**src/bale_pkg.sv**
```systemverilog
/*
 * Shared constants and types of the branch and load execution block.
 * Assumes a single core clock domain and a 16-bit data address space.
 */
package bale_pkg;
    localparam int PC_W = 16;
    localparam int DATA_W = 8;
    localparam int IDX_W = 5;
    localparam int REG_CNT = 32;
    localparam int K_W = 7;
    localparam int Q_W = 6;

    // Status flag bit positions in the flag byte.
    localparam int FLAG_C = 0;
    localparam int FLAG_N = 2;
    localparam int FLAG_V = 3;
    localparam int FLAG_H = 5;
    localparam int FLAG_T = 6;

    // Low register of each pointer pair.
    localparam logic [IDX_W-1:0] PTR_X_LO = 5'h1a;
    localparam logic [IDX_W-1:0] PTR_Y_LO = 5'h1c;
    localparam logic [IDX_W-1:0] PTR_Z_LO = 5'h1e;

    localparam logic [1:0] PTR_X = 2'h0;
    localparam logic [1:0] PTR_Y = 2'h1;
    localparam logic [1:0] PTR_Z = 2'h2;

    localparam logic [1:0] MODE_PLAIN = 2'h0;
    localparam logic [1:0] MODE_POSTINC = 2'h1;
    localparam logic [1:0] MODE_PREDEC = 2'h2;

    localparam logic [PC_W-1:0] PC_STEP = 16'h0001;
    localparam logic [PC_W-1:0] PC_STEP_ABS = 16'h0002;
    localparam logic [PC_W-1:0] PTR_STEP = 16'h0001;
    localparam logic [DATA_W-1:0] RESET_BYTE = 8'h00;
    localparam logic [PC_W-1:0] RESET_PC = 16'h0000;

    typedef enum logic [3:0] {
        OP_JUMP = 4'h0,
        OP_COPY_REGISTER = 4'h1,
        OP_COPY_REGISTER_PAIR = 4'h2,
        OP_LOAD_CONSTANT = 4'h3,
        OP_LOAD_VIA_POINTER = 4'h4,
        OP_LOAD_POINTER_OFFSET = 4'h5,
        OP_LOAD_ABSOLUTE = 4'h6,
        OP_WRITE_VIA_POINTER = 4'h7
    } bale_op_t;

    // Bits 3:1 pick the tested source, bit 0 set means the source must be zero.
    typedef enum logic [3:0] {
        COND_CARRY_ONE = 4'h0,
        COND_CARRY_ZERO = 4'h1,
        COND_NEGATIVE = 4'h2,
        COND_POSITIVE = 4'h3,
        COND_SIGNED_LESS = 4'h4,
        COND_SIGNED_GE = 4'h5,
        COND_HALF_CARRY_ONE = 4'h6,
        COND_HALF_CARRY_ZERO = 4'h7,
        COND_TRANSFER_ONE = 4'h8,
        COND_TRANSFER_ZERO = 4'h9,
        COND_OVERFLOW_ONE = 4'ha
    } bale_cond_t;

    localparam bale_cond_t COND_LOWER = COND_CARRY_ONE;
    localparam bale_cond_t COND_SAME_OR_HIGHER = COND_CARRY_ZERO;

    typedef enum logic [2:0] {
        ST_IDLE = 3'b001,
        ST_MEM = 3'b010,
        ST_JUMP = 3'b100
    } bale_state_t;
endpackage

```
**src/bale_if.sv**
```systemverilog
/*
 * Internal carrier between the executor, its register file and its condition test.
 * Assumes all users sit on the core clock.
 */
`timescale 1ns/1ps
interface bale_if;
    logic wr_en;
    logic wr_pair;
    logic [bale_pkg::IDX_W-1:0] wr_idx;
    logic [bale_pkg::PC_W-1:0] wr_data;
    logic [bale_pkg::IDX_W-1:0] rd_idx;
    logic [bale_pkg::DATA_W-1:0] rd_data;
    logic [bale_pkg::PC_W-1:0] rd_pair;
    logic [bale_pkg::IDX_W-1:0] ptr_idx;
    logic [bale_pkg::PC_W-1:0] ptr_data;
    logic [bale_pkg::IDX_W-1:0] dbg_idx;
    logic [bale_pkg::DATA_W-1:0] dbg_data;
    bale_pkg::bale_cond_t cond;
    logic [bale_pkg::DATA_W-1:0] flags;
    logic cond_true;

    modport rf_side (input wr_en, wr_pair, wr_idx, wr_data, rd_idx, ptr_idx, dbg_idx,
                     output rd_data, rd_pair, ptr_data, dbg_data);
    modport rf_user (output wr_en, wr_pair, wr_idx, wr_data, rd_idx, ptr_idx, dbg_idx,
                     input rd_data, rd_pair, ptr_data, dbg_data);
    modport cond_side (input cond, flags, output cond_true);
    modport cond_user (output cond, flags, input cond_true);
endinterface

```
**src/bale_cond.sv**
```systemverilog
/*
 * Branch condition test on the status flag byte.
 * Assumes the flag byte is stable for the cycle in which a jump is accepted.
 */
`timescale 1ns/1ps
module bale_cond (
    // Clock and reset, used only by the checks.
    input wire logic i_ref_clk,
    input wire logic i_sys_rst,
    // Condition request and answer.
    bale_if.cond_side cnd
);
    wire logic [5:0] sources;
    wire logic [2:0] pick;
    wire logic picked;

    assign sources = {cnd.flags[bale_pkg::FLAG_V], cnd.flags[bale_pkg::FLAG_T], cnd.flags[bale_pkg::FLAG_H],
                      cnd.flags[bale_pkg::FLAG_N] ^ cnd.flags[bale_pkg::FLAG_V],
                      cnd.flags[bale_pkg::FLAG_N], cnd.flags[bale_pkg::FLAG_C]};
    assign pick = cnd.cond[3:1];
    // Unused selector codes never branch, whatever their low bit says.
    assign picked = (pick < 3'h6) ? sources[pick] ^ cnd.cond[0] : 1'b0; // [RULE6] [RULE7] [RULE8] [RULE9] [RULE10]
    assign cnd.cond_true = picked; // [RULE1] [RULE2] [RULE3] [RULE4] [RULE5]

    a_carry_one: assert property (@(posedge i_ref_clk) disable iff (i_sys_rst) // [RULE1]
        (cnd.cond == bale_pkg::COND_LOWER) |-> (cnd.cond_true == cnd.flags[bale_pkg::FLAG_C]))
        else $error("carry one test wrong");
    a_carry_zero: assert property (@(posedge i_ref_clk) disable iff (i_sys_rst) // [RULE2]
        (cnd.cond == bale_pkg::COND_SAME_OR_HIGHER) |-> (cnd.cond_true != cnd.flags[bale_pkg::FLAG_C]))
        else $error("carry zero test wrong");
    a_negative_test: assert property (@(posedge i_ref_clk) disable iff (i_sys_rst) // [RULE3]
        (cnd.cond == bale_pkg::COND_NEGATIVE) |-> (cnd.cond_true == cnd.flags[bale_pkg::FLAG_N]))
        else $error("negative test wrong");
    a_positive_test: assert property (@(posedge i_ref_clk) disable iff (i_sys_rst) // [RULE4]
        (cnd.cond == bale_pkg::COND_POSITIVE) |-> (cnd.cond_true == !cnd.flags[bale_pkg::FLAG_N]))
        else $error("positive test wrong");
    a_signed_ge: assert property (@(posedge i_ref_clk) disable iff (i_sys_rst) // [RULE5]
        (cnd.cond == bale_pkg::COND_SIGNED_GE) |->
        (cnd.cond_true == (cnd.flags[bale_pkg::FLAG_N] == cnd.flags[bale_pkg::FLAG_V])))
        else $error("signed ge test wrong");
    a_signed_less: assert property (@(posedge i_ref_clk) disable iff (i_sys_rst) // [RULE6]
        (cnd.cond == bale_pkg::COND_SIGNED_LESS) |->
        (cnd.cond_true == (cnd.flags[bale_pkg::FLAG_N] != cnd.flags[bale_pkg::FLAG_V])))
        else $error("signed less test wrong");
    a_half_one: assert property (@(posedge i_ref_clk) disable iff (i_sys_rst) // [RULE7]
        (cnd.cond == bale_pkg::COND_HALF_CARRY_ONE) |-> (cnd.cond_true == cnd.flags[bale_pkg::FLAG_H]))
        else $error("half carry one test wrong");
    a_half_zero: assert property (@(posedge i_ref_clk) disable iff (i_sys_rst) // [RULE8]
        (cnd.cond == bale_pkg::COND_HALF_CARRY_ZERO) |-> (cnd.cond_true == !cnd.flags[bale_pkg::FLAG_H]))
        else $error("half carry zero test wrong");
    a_transfer_pair: assert property (@(posedge i_ref_clk) disable iff (i_sys_rst) // [RULE9]
        (cnd.cond[3:1] == bale_pkg::COND_TRANSFER_ONE[3:1]) |->
        (cnd.cond_true == (cnd.flags[bale_pkg::FLAG_T] ^ cnd.cond[0])))
        else $error("transfer test wrong");
    a_overflow_one: assert property (@(posedge i_ref_clk) disable iff (i_sys_rst) // [RULE10]
        (cnd.cond == bale_pkg::COND_OVERFLOW_ONE) |-> (cnd.cond_true == cnd.flags[bale_pkg::FLAG_V]))
        else $error("overflow test wrong");
endmodule

```
**src/bale_regfile.sv**
```systemverilog
/*
 * Thirty-two byte working registers with one byte or pair write port.
 * Assumes a pair write always names an even register.
 */
`timescale 1ns/1ps
module bale_regfile (
    // Clock and reset.
    input wire logic i_ref_clk,
    input wire logic i_sys_rst,
    // Register file access.
    bale_if.rf_side rf
);
    logic [bale_pkg::DATA_W-1:0] regs [bale_pkg::REG_CNT];

    genvar g;
    generate
        for (g = 0; g < bale_pkg::REG_CNT; g++) begin : g_reg
            wire logic hit;
            wire logic [bale_pkg::DATA_W-1:0] byte_in;
            assign hit = rf.wr_en & (rf.wr_pair ? (rf.wr_idx[bale_pkg::IDX_W-1:1] == (bale_pkg::IDX_W-1)'(g / 2))
                                                : (rf.wr_idx == bale_pkg::IDX_W'(g)));
            assign byte_in = (rf.wr_pair && (g % 2 == 1)) ? rf.wr_data[bale_pkg::PC_W-1:bale_pkg::DATA_W]
                                                          : rf.wr_data[bale_pkg::DATA_W-1:0];
            always_ff @(posedge i_ref_clk or posedge i_sys_rst) begin
                if (i_sys_rst) begin
                    regs[g] <= bale_pkg::RESET_BYTE;
                end else if (hit) begin
                    regs[g] <= byte_in;
                end
            end
        end
    endgenerate

    assign rf.rd_data = regs[rf.rd_idx];
    assign rf.rd_pair = {regs[{rf.rd_idx[bale_pkg::IDX_W-1:1], 1'b1}], regs[{rf.rd_idx[bale_pkg::IDX_W-1:1], 1'b0}]};
    assign rf.ptr_data = {regs[{rf.ptr_idx[bale_pkg::IDX_W-1:1], 1'b1}], regs[{rf.ptr_idx[bale_pkg::IDX_W-1:1], 1'b0}]};
    assign rf.dbg_data = regs[rf.dbg_idx];
endmodule

```
**src/bale_exec.sv**
```systemverilog
/*
 * Executor for conditional relative jumps, register moves and data memory loads.
 * Assumes the data memory answers a read combinationally within the cycle that
 * the read strobe is high, and writes at the edge that ends the write strobe cycle.
 */
// Overview of operation
// [RULE1] Carry one jumps to pc plus offset plus one.
// [RULE2] Carry zero jumps likewise, else continues.
// [RULE3] Negative flag one takes the relative jump.
// [RULE4] Negative flag zero takes the relative jump.
// [RULE5] Negative xor overflow zero jumps.
// [RULE6] Negative xor overflow one jumps.
// [RULE7] Half carry one jumps, flags untouched.
// [RULE8] Half carry zero jumps, flags untouched.
// [RULE9] Transfer flag one or zero jumps.
// [RULE10] Overflow one jumps, flags untouched.
// [RULE11] Copy, pair copy, constant load: one cycle.
// [RULE12] Pointer load in two cycles, optional post-increment.
// [RULE13] Pre-decrement pointer, then load from it.
// [RULE14] Y or Z plus displacement, pointer kept.
// [RULE15] Absolute address load in two cycles.
// [RULE16] Untaken jump one cycle, taken jump two.
// [RULE17] Write source byte at X, two cycles.
`timescale 1ns/1ps
module bale_exec (
    // Clock and reset.
    input wire logic i_ref_clk,
    input wire logic i_sys_rst,
    // Command port.
    input wire logic i_cmd_valid,
    input wire bale_pkg::bale_op_t i_cmd_op,
    input wire bale_pkg::bale_cond_t i_cmd_cond,
    input wire logic [bale_pkg::IDX_W-1:0] i_cmd_dst,
    input wire logic [bale_pkg::IDX_W-1:0] i_cmd_src,
    input wire logic [1:0] i_cmd_ptr,
    input wire logic [1:0] i_cmd_mode,
    input wire logic [bale_pkg::PC_W-1:0] i_cmd_imm,
    output logic o_cmd_ready,
    output logic o_done,
    output logic o_taken,
    // Status flags, read only.
    input wire logic [bale_pkg::DATA_W-1:0] i_flags,
    // Program counter.
    output logic [bale_pkg::PC_W-1:0] o_pc,
    // Data memory.
    output logic [bale_pkg::PC_W-1:0] o_mem_addr,
    output logic o_mem_rd,
    output logic o_mem_wr,
    output logic [bale_pkg::DATA_W-1:0] o_mem_wdata,
    input wire logic [bale_pkg::DATA_W-1:0] i_mem_rdata,
    // Register observation.
    input wire logic [bale_pkg::IDX_W-1:0] i_dbg_idx,
    output logic [bale_pkg::DATA_W-1:0] o_dbg_data
);
    bale_if bus ();
    bale_pkg::bale_state_t state;
    bale_pkg::bale_state_t next_state;
    logic load_hold;
    logic [bale_pkg::IDX_W-1:0] dst_hold;

    bale_regfile u_regfile (
        .i_ref_clk(i_ref_clk),
        .i_sys_rst(i_sys_rst),
        .rf(bus.rf_side)
    );

    bale_cond u_cond (
        .i_ref_clk(i_ref_clk),
        .i_sys_rst(i_sys_rst),
        .cnd(bus.cond_side)
    );

    wire logic idle;
    wire logic accept;
    wire logic is_jump;
    wire logic is_copy;
    wire logic is_pair;
    wire logic is_const;
    wire logic is_load_ptr;
    wire logic is_load_off;
    wire logic is_load_abs;
    wire logic is_write;
    wire logic off_bad;
    wire logic mem_read;
    wire logic mem_op;
    wire logic taken;
    wire logic ptr_upd;
    wire logic [bale_pkg::IDX_W-1:0] sel_ptr_idx;
    wire logic [bale_pkg::PC_W-1:0] ptr;
    wire logic [bale_pkg::PC_W-1:0] ptr_inc;
    wire logic [bale_pkg::PC_W-1:0] ptr_dec;
    wire logic [bale_pkg::PC_W-1:0] ptr_disp;
    wire logic [bale_pkg::PC_W-1:0] k_sext;
    wire logic [bale_pkg::PC_W-1:0] jump_target;
    wire logic [bale_pkg::PC_W-1:0] next_addr;
    wire logic [bale_pkg::PC_W-1:0] next_pc;
    wire logic [bale_pkg::IDX_W-1:0] even_dst;
    wire logic next_done;

    assign idle = (state == bale_pkg::ST_IDLE);
    assign accept = i_cmd_valid & o_cmd_ready;
    assign is_jump = (i_cmd_op == bale_pkg::OP_JUMP);
    assign is_copy = (i_cmd_op == bale_pkg::OP_COPY_REGISTER);
    assign is_pair = (i_cmd_op == bale_pkg::OP_COPY_REGISTER_PAIR);
    assign is_const = (i_cmd_op == bale_pkg::OP_LOAD_CONSTANT);
    assign is_load_ptr = (i_cmd_op == bale_pkg::OP_LOAD_VIA_POINTER);
    assign is_load_off = (i_cmd_op == bale_pkg::OP_LOAD_POINTER_OFFSET);
    assign is_load_abs = (i_cmd_op == bale_pkg::OP_LOAD_ABSOLUTE);
    assign is_write = (i_cmd_op == bale_pkg::OP_WRITE_VIA_POINTER);
    // X has no displacement form; such a command retires as a one-cycle no-op.
    assign off_bad = is_load_off & (i_cmd_ptr == bale_pkg::PTR_X); // [RULE14]
    assign mem_read = is_load_ptr | (is_load_off & ~off_bad) | is_load_abs;
    assign mem_op = mem_read | is_write;

    assign bus.cond = i_cmd_cond;
    assign bus.flags = i_flags;
    assign taken = is_jump & bus.cond_true; // [RULE16]

    assign k_sext = {{(bale_pkg::PC_W-bale_pkg::K_W){i_cmd_imm[bale_pkg::K_W-1]}}, i_cmd_imm[bale_pkg::K_W-1:0]};
    assign jump_target = o_pc + k_sext + bale_pkg::PC_STEP; // [RULE1] [RULE3] [RULE7] [RULE9] [RULE10]

    // The store always goes through X, whatever the pointer field says.
    assign sel_ptr_idx = (is_write || i_cmd_ptr == bale_pkg::PTR_X) ? bale_pkg::PTR_X_LO :
                         (i_cmd_ptr == bale_pkg::PTR_Y) ? bale_pkg::PTR_Y_LO : bale_pkg::PTR_Z_LO; // [RULE17]
    assign bus.ptr_idx = sel_ptr_idx;
    assign ptr = bus.ptr_data;
    assign ptr_inc = ptr + bale_pkg::PTR_STEP;
    assign ptr_dec = ptr - bale_pkg::PTR_STEP;
    assign ptr_disp = ptr + {{(bale_pkg::PC_W-bale_pkg::Q_W){1'b0}}, i_cmd_imm[bale_pkg::Q_W-1:0]}; // [RULE14]
    assign ptr_upd = is_load_ptr & ((i_cmd_mode == bale_pkg::MODE_POSTINC) | (i_cmd_mode == bale_pkg::MODE_PREDEC));

    assign next_addr = is_load_abs ? i_cmd_imm : // [RULE15]
                       is_load_off ? ptr_disp :
                       (is_load_ptr && i_cmd_mode == bale_pkg::MODE_PREDEC) ? ptr_dec : ptr; // [RULE12] [RULE13]

    // A pair copy ignores bit zero of both register numbers.
    assign even_dst = {i_cmd_dst[bale_pkg::IDX_W-1:1], 1'b0};
    assign bus.rd_idx = is_pair ? {i_cmd_src[bale_pkg::IDX_W-1:1], 1'b0} : i_cmd_src;
    assign bus.dbg_idx = i_dbg_idx;

    // Pointer updates land at the accept edge and the loaded byte one edge later,
    // so a load whose destination is part of its own pointer keeps the loaded byte.
    assign bus.wr_en = (state == bale_pkg::ST_MEM) ? load_hold :
                       (accept & (is_copy | is_pair | is_const | ptr_upd)); // [RULE11] [RULE12]
    assign bus.wr_pair = idle & (is_pair | ptr_upd);
    assign bus.wr_idx = (state == bale_pkg::ST_MEM) ? dst_hold :
                        ptr_upd ? sel_ptr_idx : is_pair ? even_dst : i_cmd_dst;
    assign bus.wr_data = (state == bale_pkg::ST_MEM) ? {{bale_pkg::DATA_W{1'b0}}, i_mem_rdata} :
                         is_pair ? bus.rd_pair : // [RULE11]
                         ptr_upd ? ((i_cmd_mode == bale_pkg::MODE_PREDEC) ? ptr_dec : ptr_inc) : // [RULE13]
                         is_const ? {{bale_pkg::DATA_W{1'b0}}, i_cmd_imm[bale_pkg::DATA_W-1:0]} :
                         {{bale_pkg::DATA_W{1'b0}}, bus.rd_data};

    always_comb begin
        next_state = bale_pkg::ST_IDLE;
        case (state)
            bale_pkg::ST_IDLE: begin
                if (accept && taken) begin
                    next_state = bale_pkg::ST_JUMP; // [RULE16]
                end else if (accept && mem_op) begin
                    next_state = bale_pkg::ST_MEM; // [RULE12] [RULE17]
                end
            end
            bale_pkg::ST_MEM: next_state = bale_pkg::ST_IDLE;
            bale_pkg::ST_JUMP: next_state = bale_pkg::ST_IDLE;
            default: next_state = bale_pkg::ST_IDLE;
        endcase
    end

    assign next_pc = !accept ? o_pc :
                     taken ? jump_target :
                     is_load_abs ? o_pc + bale_pkg::PC_STEP_ABS : o_pc + bale_pkg::PC_STEP; // [RULE2] [RULE16]
    assign next_done = (accept & (next_state == bale_pkg::ST_IDLE)) | ~idle;

    always_ff @(posedge i_ref_clk or posedge i_sys_rst) begin
        if (i_sys_rst) begin
            state <= bale_pkg::ST_IDLE;
            o_cmd_ready <= 1'b1;
            o_done <= 1'b0;
            o_taken <= 1'b0;
            o_pc <= bale_pkg::RESET_PC;
            o_mem_addr <= bale_pkg::RESET_PC;
            o_mem_rd <= 1'b0;
            o_mem_wr <= 1'b0;
            o_mem_wdata <= bale_pkg::RESET_BYTE;
            o_dbg_data <= bale_pkg::RESET_BYTE;
            load_hold <= 1'b0;
            dst_hold <= '0;
        end else begin
            state <= next_state;
            o_cmd_ready <= (next_state == bale_pkg::ST_IDLE);
            o_done <= next_done;
            o_taken <= (state == bale_pkg::ST_JUMP);
            o_pc <= next_pc;
            o_mem_addr <= (accept && mem_op) ? next_addr : o_mem_addr;
            o_mem_rd <= accept & mem_read;
            o_mem_wr <= accept & is_write;
            o_mem_wdata <= (accept && is_write) ? bus.rd_data : o_mem_wdata;
            o_dbg_data <= bus.dbg_data;
            load_hold <= accept & mem_read;
            dst_hold <= accept ? i_cmd_dst : dst_hold;
        end
    end

    a_taken_target: assert property (@(posedge i_ref_clk) disable iff (i_sys_rst) // [RULE16]
        (accept && taken) |=> (o_pc == $past(o_pc) + $past(k_sext) + bale_pkg::PC_STEP)
        && !o_cmd_ready ##1 o_done && o_taken && o_cmd_ready)
        else $error("taken jump target or timing wrong");
    a_untaken_step: assert property (@(posedge i_ref_clk) disable iff (i_sys_rst) // [RULE2]
        (accept && is_jump && !bus.cond_true) |=> (o_pc == $past(o_pc) + bale_pkg::PC_STEP)
        && o_done && !o_taken && o_cmd_ready)
        else $error("untaken jump not sequential");
    a_move_single: assert property (@(posedge i_ref_clk) disable iff (i_sys_rst) // [RULE11]
        (accept && (is_copy || is_pair || is_const)) |=> o_done && o_cmd_ready && !o_mem_rd && !o_mem_wr)
        else $error("move not single cycle");
    a_pair_copy: assert property (@(posedge i_ref_clk) disable iff (i_sys_rst) // [RULE11]
        (accept && is_pair) |-> bus.wr_en && bus.wr_pair && (bus.wr_data == bus.rd_pair) && !bus.wr_idx[0])
        else $error("pair copy write wrong");
    a_ptr_load: assert property (@(posedge i_ref_clk) disable iff (i_sys_rst) // [RULE12]
        (accept && is_load_ptr && i_cmd_mode != bale_pkg::MODE_PREDEC) |=>
        o_mem_rd && (o_mem_addr == $past(ptr)) && bus.wr_en && (bus.wr_idx == $past(i_cmd_dst)) ##1 o_done)
        else $error("pointer load wrong");
    a_post_inc: assert property (@(posedge i_ref_clk) disable iff (i_sys_rst) // [RULE12]
        (accept && is_load_ptr && i_cmd_mode == bale_pkg::MODE_POSTINC) |->
        bus.wr_en && (bus.wr_data == ptr + bale_pkg::PTR_STEP) && (bus.wr_idx == sel_ptr_idx))
        else $error("post increment wrong");
    a_pre_dec: assert property (@(posedge i_ref_clk) disable iff (i_sys_rst) // [RULE13]
        (accept && is_load_ptr && i_cmd_mode == bale_pkg::MODE_PREDEC) |=>
        o_mem_rd && (o_mem_addr == $past(ptr) - bale_pkg::PTR_STEP) && (ptr == o_mem_addr))
        else $error("pre decrement wrong");
    a_disp_load: assert property (@(posedge i_ref_clk) disable iff (i_sys_rst) // [RULE14]
        (accept && is_load_off && !off_bad) |=> o_mem_rd && (ptr == $past(ptr))
        && (o_mem_addr == $past(ptr) + $past(i_cmd_imm[bale_pkg::Q_W-1:0])))
        else $error("displacement load wrong");
    a_abs_load: assert property (@(posedge i_ref_clk) disable iff (i_sys_rst) // [RULE15]
        (accept && is_load_abs) |=> o_mem_rd && (o_mem_addr == $past(i_cmd_imm)) ##1 o_done && o_cmd_ready)
        else $error("absolute load wrong");
    a_store_x: assert property (@(posedge i_ref_clk) disable iff (i_sys_rst) // [RULE17]
        (accept && is_write) |=> o_mem_wr && !o_mem_rd && (o_mem_addr == $past(ptr))
        && (o_mem_wdata == $past(bus.rd_data)) && !bus.wr_en ##1 o_done && !o_mem_wr)
        else $error("store through pointer wrong");
endmodule

```
**config.mk**
```make
export PLATFORM = sky130hd
export DESIGN_NAME = bale_exec
export DESIGN_NICKNAME = d
export VERILOG_FILES = /design/src/bale_pkg.sv /design/src/bale_if.sv /design/src/bale_cond.sv /design/src/bale_regfile.sv /design/src/bale_exec.sv
export SDC_FILE = /design/constraint.sdc
export NUM_CORES = 1
export LEC_CHECK = 0
export BUFFER_PORTS_ARGS = -buffer_cell sky130_fd_sc_hd__buf_2
export CAP_MARGIN = 20
export CORE_MARGIN = 5
export CORE_UTILIZATION = 33
export CTS_CLUSTER_SIZE = 14
export DETAILED_ROUTE_END_ITERATION = 10
export HOLD_SLACK_MARGIN = 0.08
export PLACE_DENSITY = 0.56
export RECOVER_POWER = 50
export SETUP_SLACK_MARGIN = 0.4
export SYNTH_ARGS = -nofsm -noshare
export SYNTH_HDL_FRONTEND = slang
export SYNTH_HIERARCHICAL = 1
export SYNTH_SLANG_ARGS = --single-unit
```
**constraint.sdc**
```tcl
create_clock -name i_ref_clk -period 8.2 [get_ports i_ref_clk]
set_input_delay 1.23 -clock i_ref_clk [delete_from_list [all_inputs] [get_ports i_ref_clk]]
set_output_delay 1.23 -clock i_ref_clk [all_outputs]
set_load 0.02 [all_outputs]
```
==> results of run 1 <==
==> registers in the layout, summed over array words and instances, names as in the netlist <==
register	count
o_pc	16
state	3
dst_hold	5
o_done	1
u_regfile/regs	256
o_mem_addr	16
o_taken	1
o_dbg_data	8
o_mem_wdata	8
o_mem_wr	1
o_cmd_ready	1
o_mem_rd	1
==> final cells by class <==
cell class	count	area (sq um)
diodes	2	5.00
clock buffers	57	1090
clock inverters	12	186
fillers	6398	42100
inverters	17	65.1
multi-input cells	1351	13700
flip-flops and latches	317	7940
well taps	873	1090
repair buffers	162	893
==> stage by stage <==
step	hold WS, ns	area [sq um]	utilization (%)	setup slack (ns)	instances
3_3_place_gp	0.462	23800	35.4	1.71	2717
2_1_floorplan	0.446	22300	-	2.42	1843
4_1_cts	0.482	25100	37.3	2.21	2786
6_report	0.481	25000	37.2	2.08	2791
3_5_place_dp	0.469	23800	35.4	1.63	2717
5_1_grt	0.492	25000	37.2	1.37	2789
==> worst max path at each step <==
stage	slack (ns)	cells after the start	to
after floorplan	2.42	21	u_regfile/regs[101]
after global placement	1.71	19	u_regfile/regs[214]
after detailed placement	1.63	19	u_regfile/regs[230]
after CTS	2.21	19	u_regfile/regs[230]
after global routing	1.37	4	u_regfile/regs[170]
final	2.08	19	u_regfile/regs[230]
==> worst max-delay path: cells and delay by family <==
kind	cells	cell delay, ns
adder cells (fa/ha/maj)	1	0.20
buffers and inverters	5	1.32
AND/OR/NAND/NOR	5	1.55
multiplexers	3	1.36
XOR/XNOR	1	0.16
AO/OA/AOI/OAI	4	0.62
==> cell usage in the layout, fill, tap and decap left out, drive strengths merged, types with 16 or more instances in the layout <==
master	instances
a21oi	154
dfrtp	315
mux2i	39
o22ai	16
mux2	157
inv	16
nor2	180
nor3	33
xnor2	27
buf	109
mux4	290
o21ai	77
clkbuf	110
a211oi	16
nand3	25
nand2	109
ha	26
==> metal layers <==
layer,up-vias,part of all wire [%],wire [microns],track usage (%)
li1,7259,-,-,-
met1,8873,39,30100,26.7
met3,182,8.6,6580,4.61
met2,889,48,36400,33.2
met5,-,0,0,0
met4,0,4.5,3440,8.26
==> power by group <==
| group | leakage [uW] | switching (uW) | internal (uW) | total [uW] |
|---|---|---|---|---|
| sequential | 0.00428 | 216 | 1740 | 1960 |
| combinational | 0.00539 | 797 | 639 | 1440 |
| clock | 0.000629 | 708 | 1050 | 1760 |
==> impl_metrics.json, run 1 <==
{
  "rr_endpoint": "u_regfile/regs[230]",
  "core_sq_um": 67200,
  "r2r_cells": 14,
  "slew_headroom_pct": -179,
  "cp.arrival_ns": 6.52,
  "p_leak_uw": 0.0103,
  "synth_area_sq_um": 22300,
  "root_buffer": "clkbuf_16",
  "status": "complete, but fails checks",
  "hold-path-endpoint": "dst_hold[3]",
  "drive_gt1_share_pct": 32.7,
  "fin_total_pwr_uw": 5160,
  "fin_crit_sh_pct": 74.7,
  "timing.critical_path.from_type": "input pin",
  "fin_nets": 1977,
  "first_global_vias": 17000,
  "min_from": "dst_hold[3]",
  "drc": 0,
  "skew_ns": 0.0273,
  "clockBufferDepth": 3,
  "clk_pin_slew_ns": 0.06,
  "rsz0062_at_grt": "false",
  "die_w_microns": 270,
  "dpl.hpwl_microns": 51600,
  "cap_viol_max_count": 5,
  "hp-class": "flop to flop",
  "post_cts_buffers": 0,
  "die_area_sq_um": 72900,
  "grt_max_degree": 79,
  "clock-sinks": 317,
  "slowest_delay_ns": 0.63,
  "setup_viol": 0,
  "tns_ns": 0,
  "crit_slowest_cell": "mux4_2",
  "gp_congestion": 0.890,
  "wirelength_microns": 76500,
  "antenna_found_initial": 1,
  "die_h_microns": 270,
  "synthToLayoutAreaGrowth_pct": 12.1,
  "tightest_slew_ns": 4.18,
  "reg2reg_slack_ns": 4.06,
  "critPathLaunch": "i_cmd_op[2]",
  "cts_hold_buf": 0,
  "vias": 17200,
  "max_freq_ghz": 0.163,
  "syn_avg_cell_area_sq_um": 12.1,
  "insertion_delay_ns": 0.57,
  "pwr_density_cell_nw_per_um2": 206,
  "port_buffers": 111,
  "worstPathMaxFanout": 65,
  "wl_per_cell_microns": 27.4,
  "crit_type": "input pin to flop",
  "grt_pass1_wl_microns": 114000,
  "required_ns": 8.60,
  "period_minus_slack_ns": 6.12,
  "finalHoldViolCount": 0,
  "drt_iter0_markers": 2249,
  "yosys_warnings": 6,
  "initial_utilization_pct": 33.2,
  "cts_buffers": 38,
  "crit_chain": "clkbuf_1 -> nor2b_1 -> nand3_1 -> nand3b_1 -> buf_12 -> mux4_2 -> mux4_2 -> inv_1 -> ha_1 -> nor3b_2 -> nor3b_1 -> a21oi_1 -> xnor2_1 -> a221oi_1 -> a21oi_1 -> buf_4 -> mux2i_1 -> buf_4 -> o21ai_0",
  "ant_nets": 0,
  "gr-usage-all-layers_pct": 20.5,
  "ios": 115,
  "htree_levels": 2,
  "std_cell_rows": 95,
  "grt-ovfl-total": 0,
  "reg2reg_from": "u_regfile/regs[9]",
  "cts_tree": "yes",
  "endpoint_kind": "flop",
  "peakVddDrop_v": 0.000138,
  "dr.pass1.iters": 5,
  "slew_viol_final": 316,
  "via_per_inst": 6.16,
  "cts_resized": 0,
  "violations": "capacitance limit, slew limit",
  "worstHoldPathCells": 2,
  "synth_cells": 1842
}
Note: power is estimated with default switching activity, not from simulation.
==> run 2: changes to the inputs <==
clock period = 5.2 ns   (was 8.2 ns; I/O delays follow)
==> impl_metrics.json, run 2 (same netlist as run 1, synthesis figures left out) <==
{
  "status": "complete, but fails checks",
  "violations": "capacitance limit, slew limit",
  "core_sq_um": 67200,
  "setup_viol": 0,
  "wl_per_cell_microns": 27.0,
  "tns_ns": 0,
  "grt_max_degree": 145,
  "htree_levels": 2,
  "antenna_found_initial": 3,
  "wirelength_microns": 77400,
  "initial_utilization_pct": 33.2,
  "rsz0062_at_grt": "false",
  "grt-ovfl-total": 0,
  "r2r_cells": 16,
  "fin_nets": 2052,
  "cts_buffers": 39,
  "top_regs": "u_regfile/regs (256), o_mem_addr (16), o_pc (16)",
  "gp_congestion": 0.890,
  "insertion_delay_ns": 0.57,
  "final_util_pct": 38.3,
  "drt_iter0_markers": 1942,
  "multi_input_area_sq_um": 13700,
  "fin_ws_ns": 0.602,
  "ant_nets": 0,
  "timing.critical_path.from_type": "input pin",
  "vias": 17700,
  "dpl.hpwl_microns": 55100,
  "mostFrequentLayoutCell": "dfrtp_1",
  "drive_gt1_share_pct": 37.1,
  "post-place-ws_ns": 0.0122,
  "clock-sinks": 317,
  "largest_reg_flops": 256,
  "fin_crit_sh_pct": 88.4,
  "die_w_microns": 270,
  "cap_viol_max_count": 3,
  "root_buffer": "clkbuf_16",
  "hp-class": "input pin to async pin",
  "final_cell_mix": "dfrtp_1, mux4_2, nor2_1, a21oi_1, mux2_2",
  "clockBufferDepth": 3,
  "tightest_slew_ns": 3.90,
  "cp.arrival_ns": 5.01,
  "peakVddDrop_v": 0.000201,
  "post_cts_buffers": 0,
  "via_per_inst": 6.19,
  "cts_tree": "yes",
  "top_register": "u_regfile/regs",
  "slew_viol_final": 166,
  "clk_pin_slew_ns": 0.06,
  "synthToLayoutAreaGrowth_pct": 15.3,
  "finalHoldViolCount": 0,
  "worstPathMaxFanout": 16,
  "dr.pass1.iters": 5,
  "die_area_sq_um": 72900,
  "die_h_microns": 270,
  "std_cell_rows": 95,
  "crit_type": "input pin to flop",
  "grt_pass1_wl_microns": 116000,
  "period_minus_slack_ns": 4.60,
  "regArea_sq_um": 7940,
  "skew_ns": 0.0231,
  "gr-usage-all-layers_pct": 20.6,
  "pwr_density_cell_nw_per_um2": 322,
  "drc": 0,
  "p_leak_uw": 0.0108,
  "slew_headroom_pct": -160,
  "holdWs_ns": 0.263,
  "max_freq_ghz": 0.217,
  "first_global_vias": 17200,
  "endpoint_kind": "flop",
  "ios": 115,
  "required_ns": 5.61,
  "port_buffers": 111,
  "nFillCells": 6393
}
[run 2: final timing paths]
path	from	end	slack [ns]
setup / recovery	i_cmd_op[2]	u_regfile/regs[212]	0.60
hold / removal	i_sys_rst	u_regfile/regs[99]	0.26
setup reg to reg	u_regfile/regs[9]	u_regfile/regs[212]	1.20
hold reg to reg	dst_hold[0]	dst_hold[0]	0.47
max in group asynchronous	i_sys_rst	o_mem_wdata[6]	1.26
min in group i_ref_clk	i_cmd_dst[4]	dst_hold[4]	0.46
[run 2: area by class of cell]
| type | count | share of cell area, % |
|---|---|---|
| Antenna cell | 2 | 0.0195 |
| Clock buffer | 52 | 4.42 |
| Inverter | 17 | 0.253 |
| Sequential cell | 317 | 30.8 |
| Multi-Input combinational cell | 1351 | 53.2 |
| Tap cell | 873 | 4.25 |
| Clock inverter | 20 | 0.817 |
| Timing Repair Buffer | 236 | 6.20 |
[run 2: timing repair]
action	4_1_cts	5_1_grt
hold buffers	0	0
setup endpoints to repair	0	6
gates resized for setup	0	2
hold endpoints to repair	0	0
[run 2: where the power goes]
group | total, uW | switching [uW] | internal [uW] | leakage (uW)
Clock | 2840 | 1140 | 1690 | 0.000655
Sequential | 3090 | 345 | 2750 | 0.00428
Combinational | 2350 | 1260 | 1080 | 0.00586
Total | 8280 | 2750 | 5530 | 0.0108
[run 2: metrics by stage]
step | std cells | area (sq um) | power, uW
detailed placement | 2794 | 24400 | 5450
floorplan | 1843 | 22400 | 4680
CTS | 2866 | 25800 | 8310
global route | 2866 | 25700 | 8660
finish | 2868 | 25700 | 8280
global placement | 2794 | 24400 | 5390
[run 2: worst max-delay path: stages]
cell and delay [ns]:
buf_2 0.09, nor2b_1 0.22, nand3_1 0.11, nand3b_1 0.15, buf_12 0.18, mux4_2 0.50, mux4_2 0.63, inv_1 0.15
ha_1 0.21, nor3b_2 0.19, buf_4 0.15, nand2_1 0.08, buf_4 0.16, nor2_1 0.10, a32o_1 0.20, xor2_1 0.12
buf_4 0.15, a22o_1 0.18, mux2i_2 0.28, buf_6 0.23, o21ai_0 0.11
[run 2: metal layers]
layer | track usage [%] | wire, microns | vias up
met4 | 7.99 | 3200 | 4
met3 | 5.05 | 7280 | 165
met2 | 32.5 | 36000 | 923
met5 | 0 | 23 | -
met1 | 27.7 | 30900 | 9219
li1 | - | - | 7431
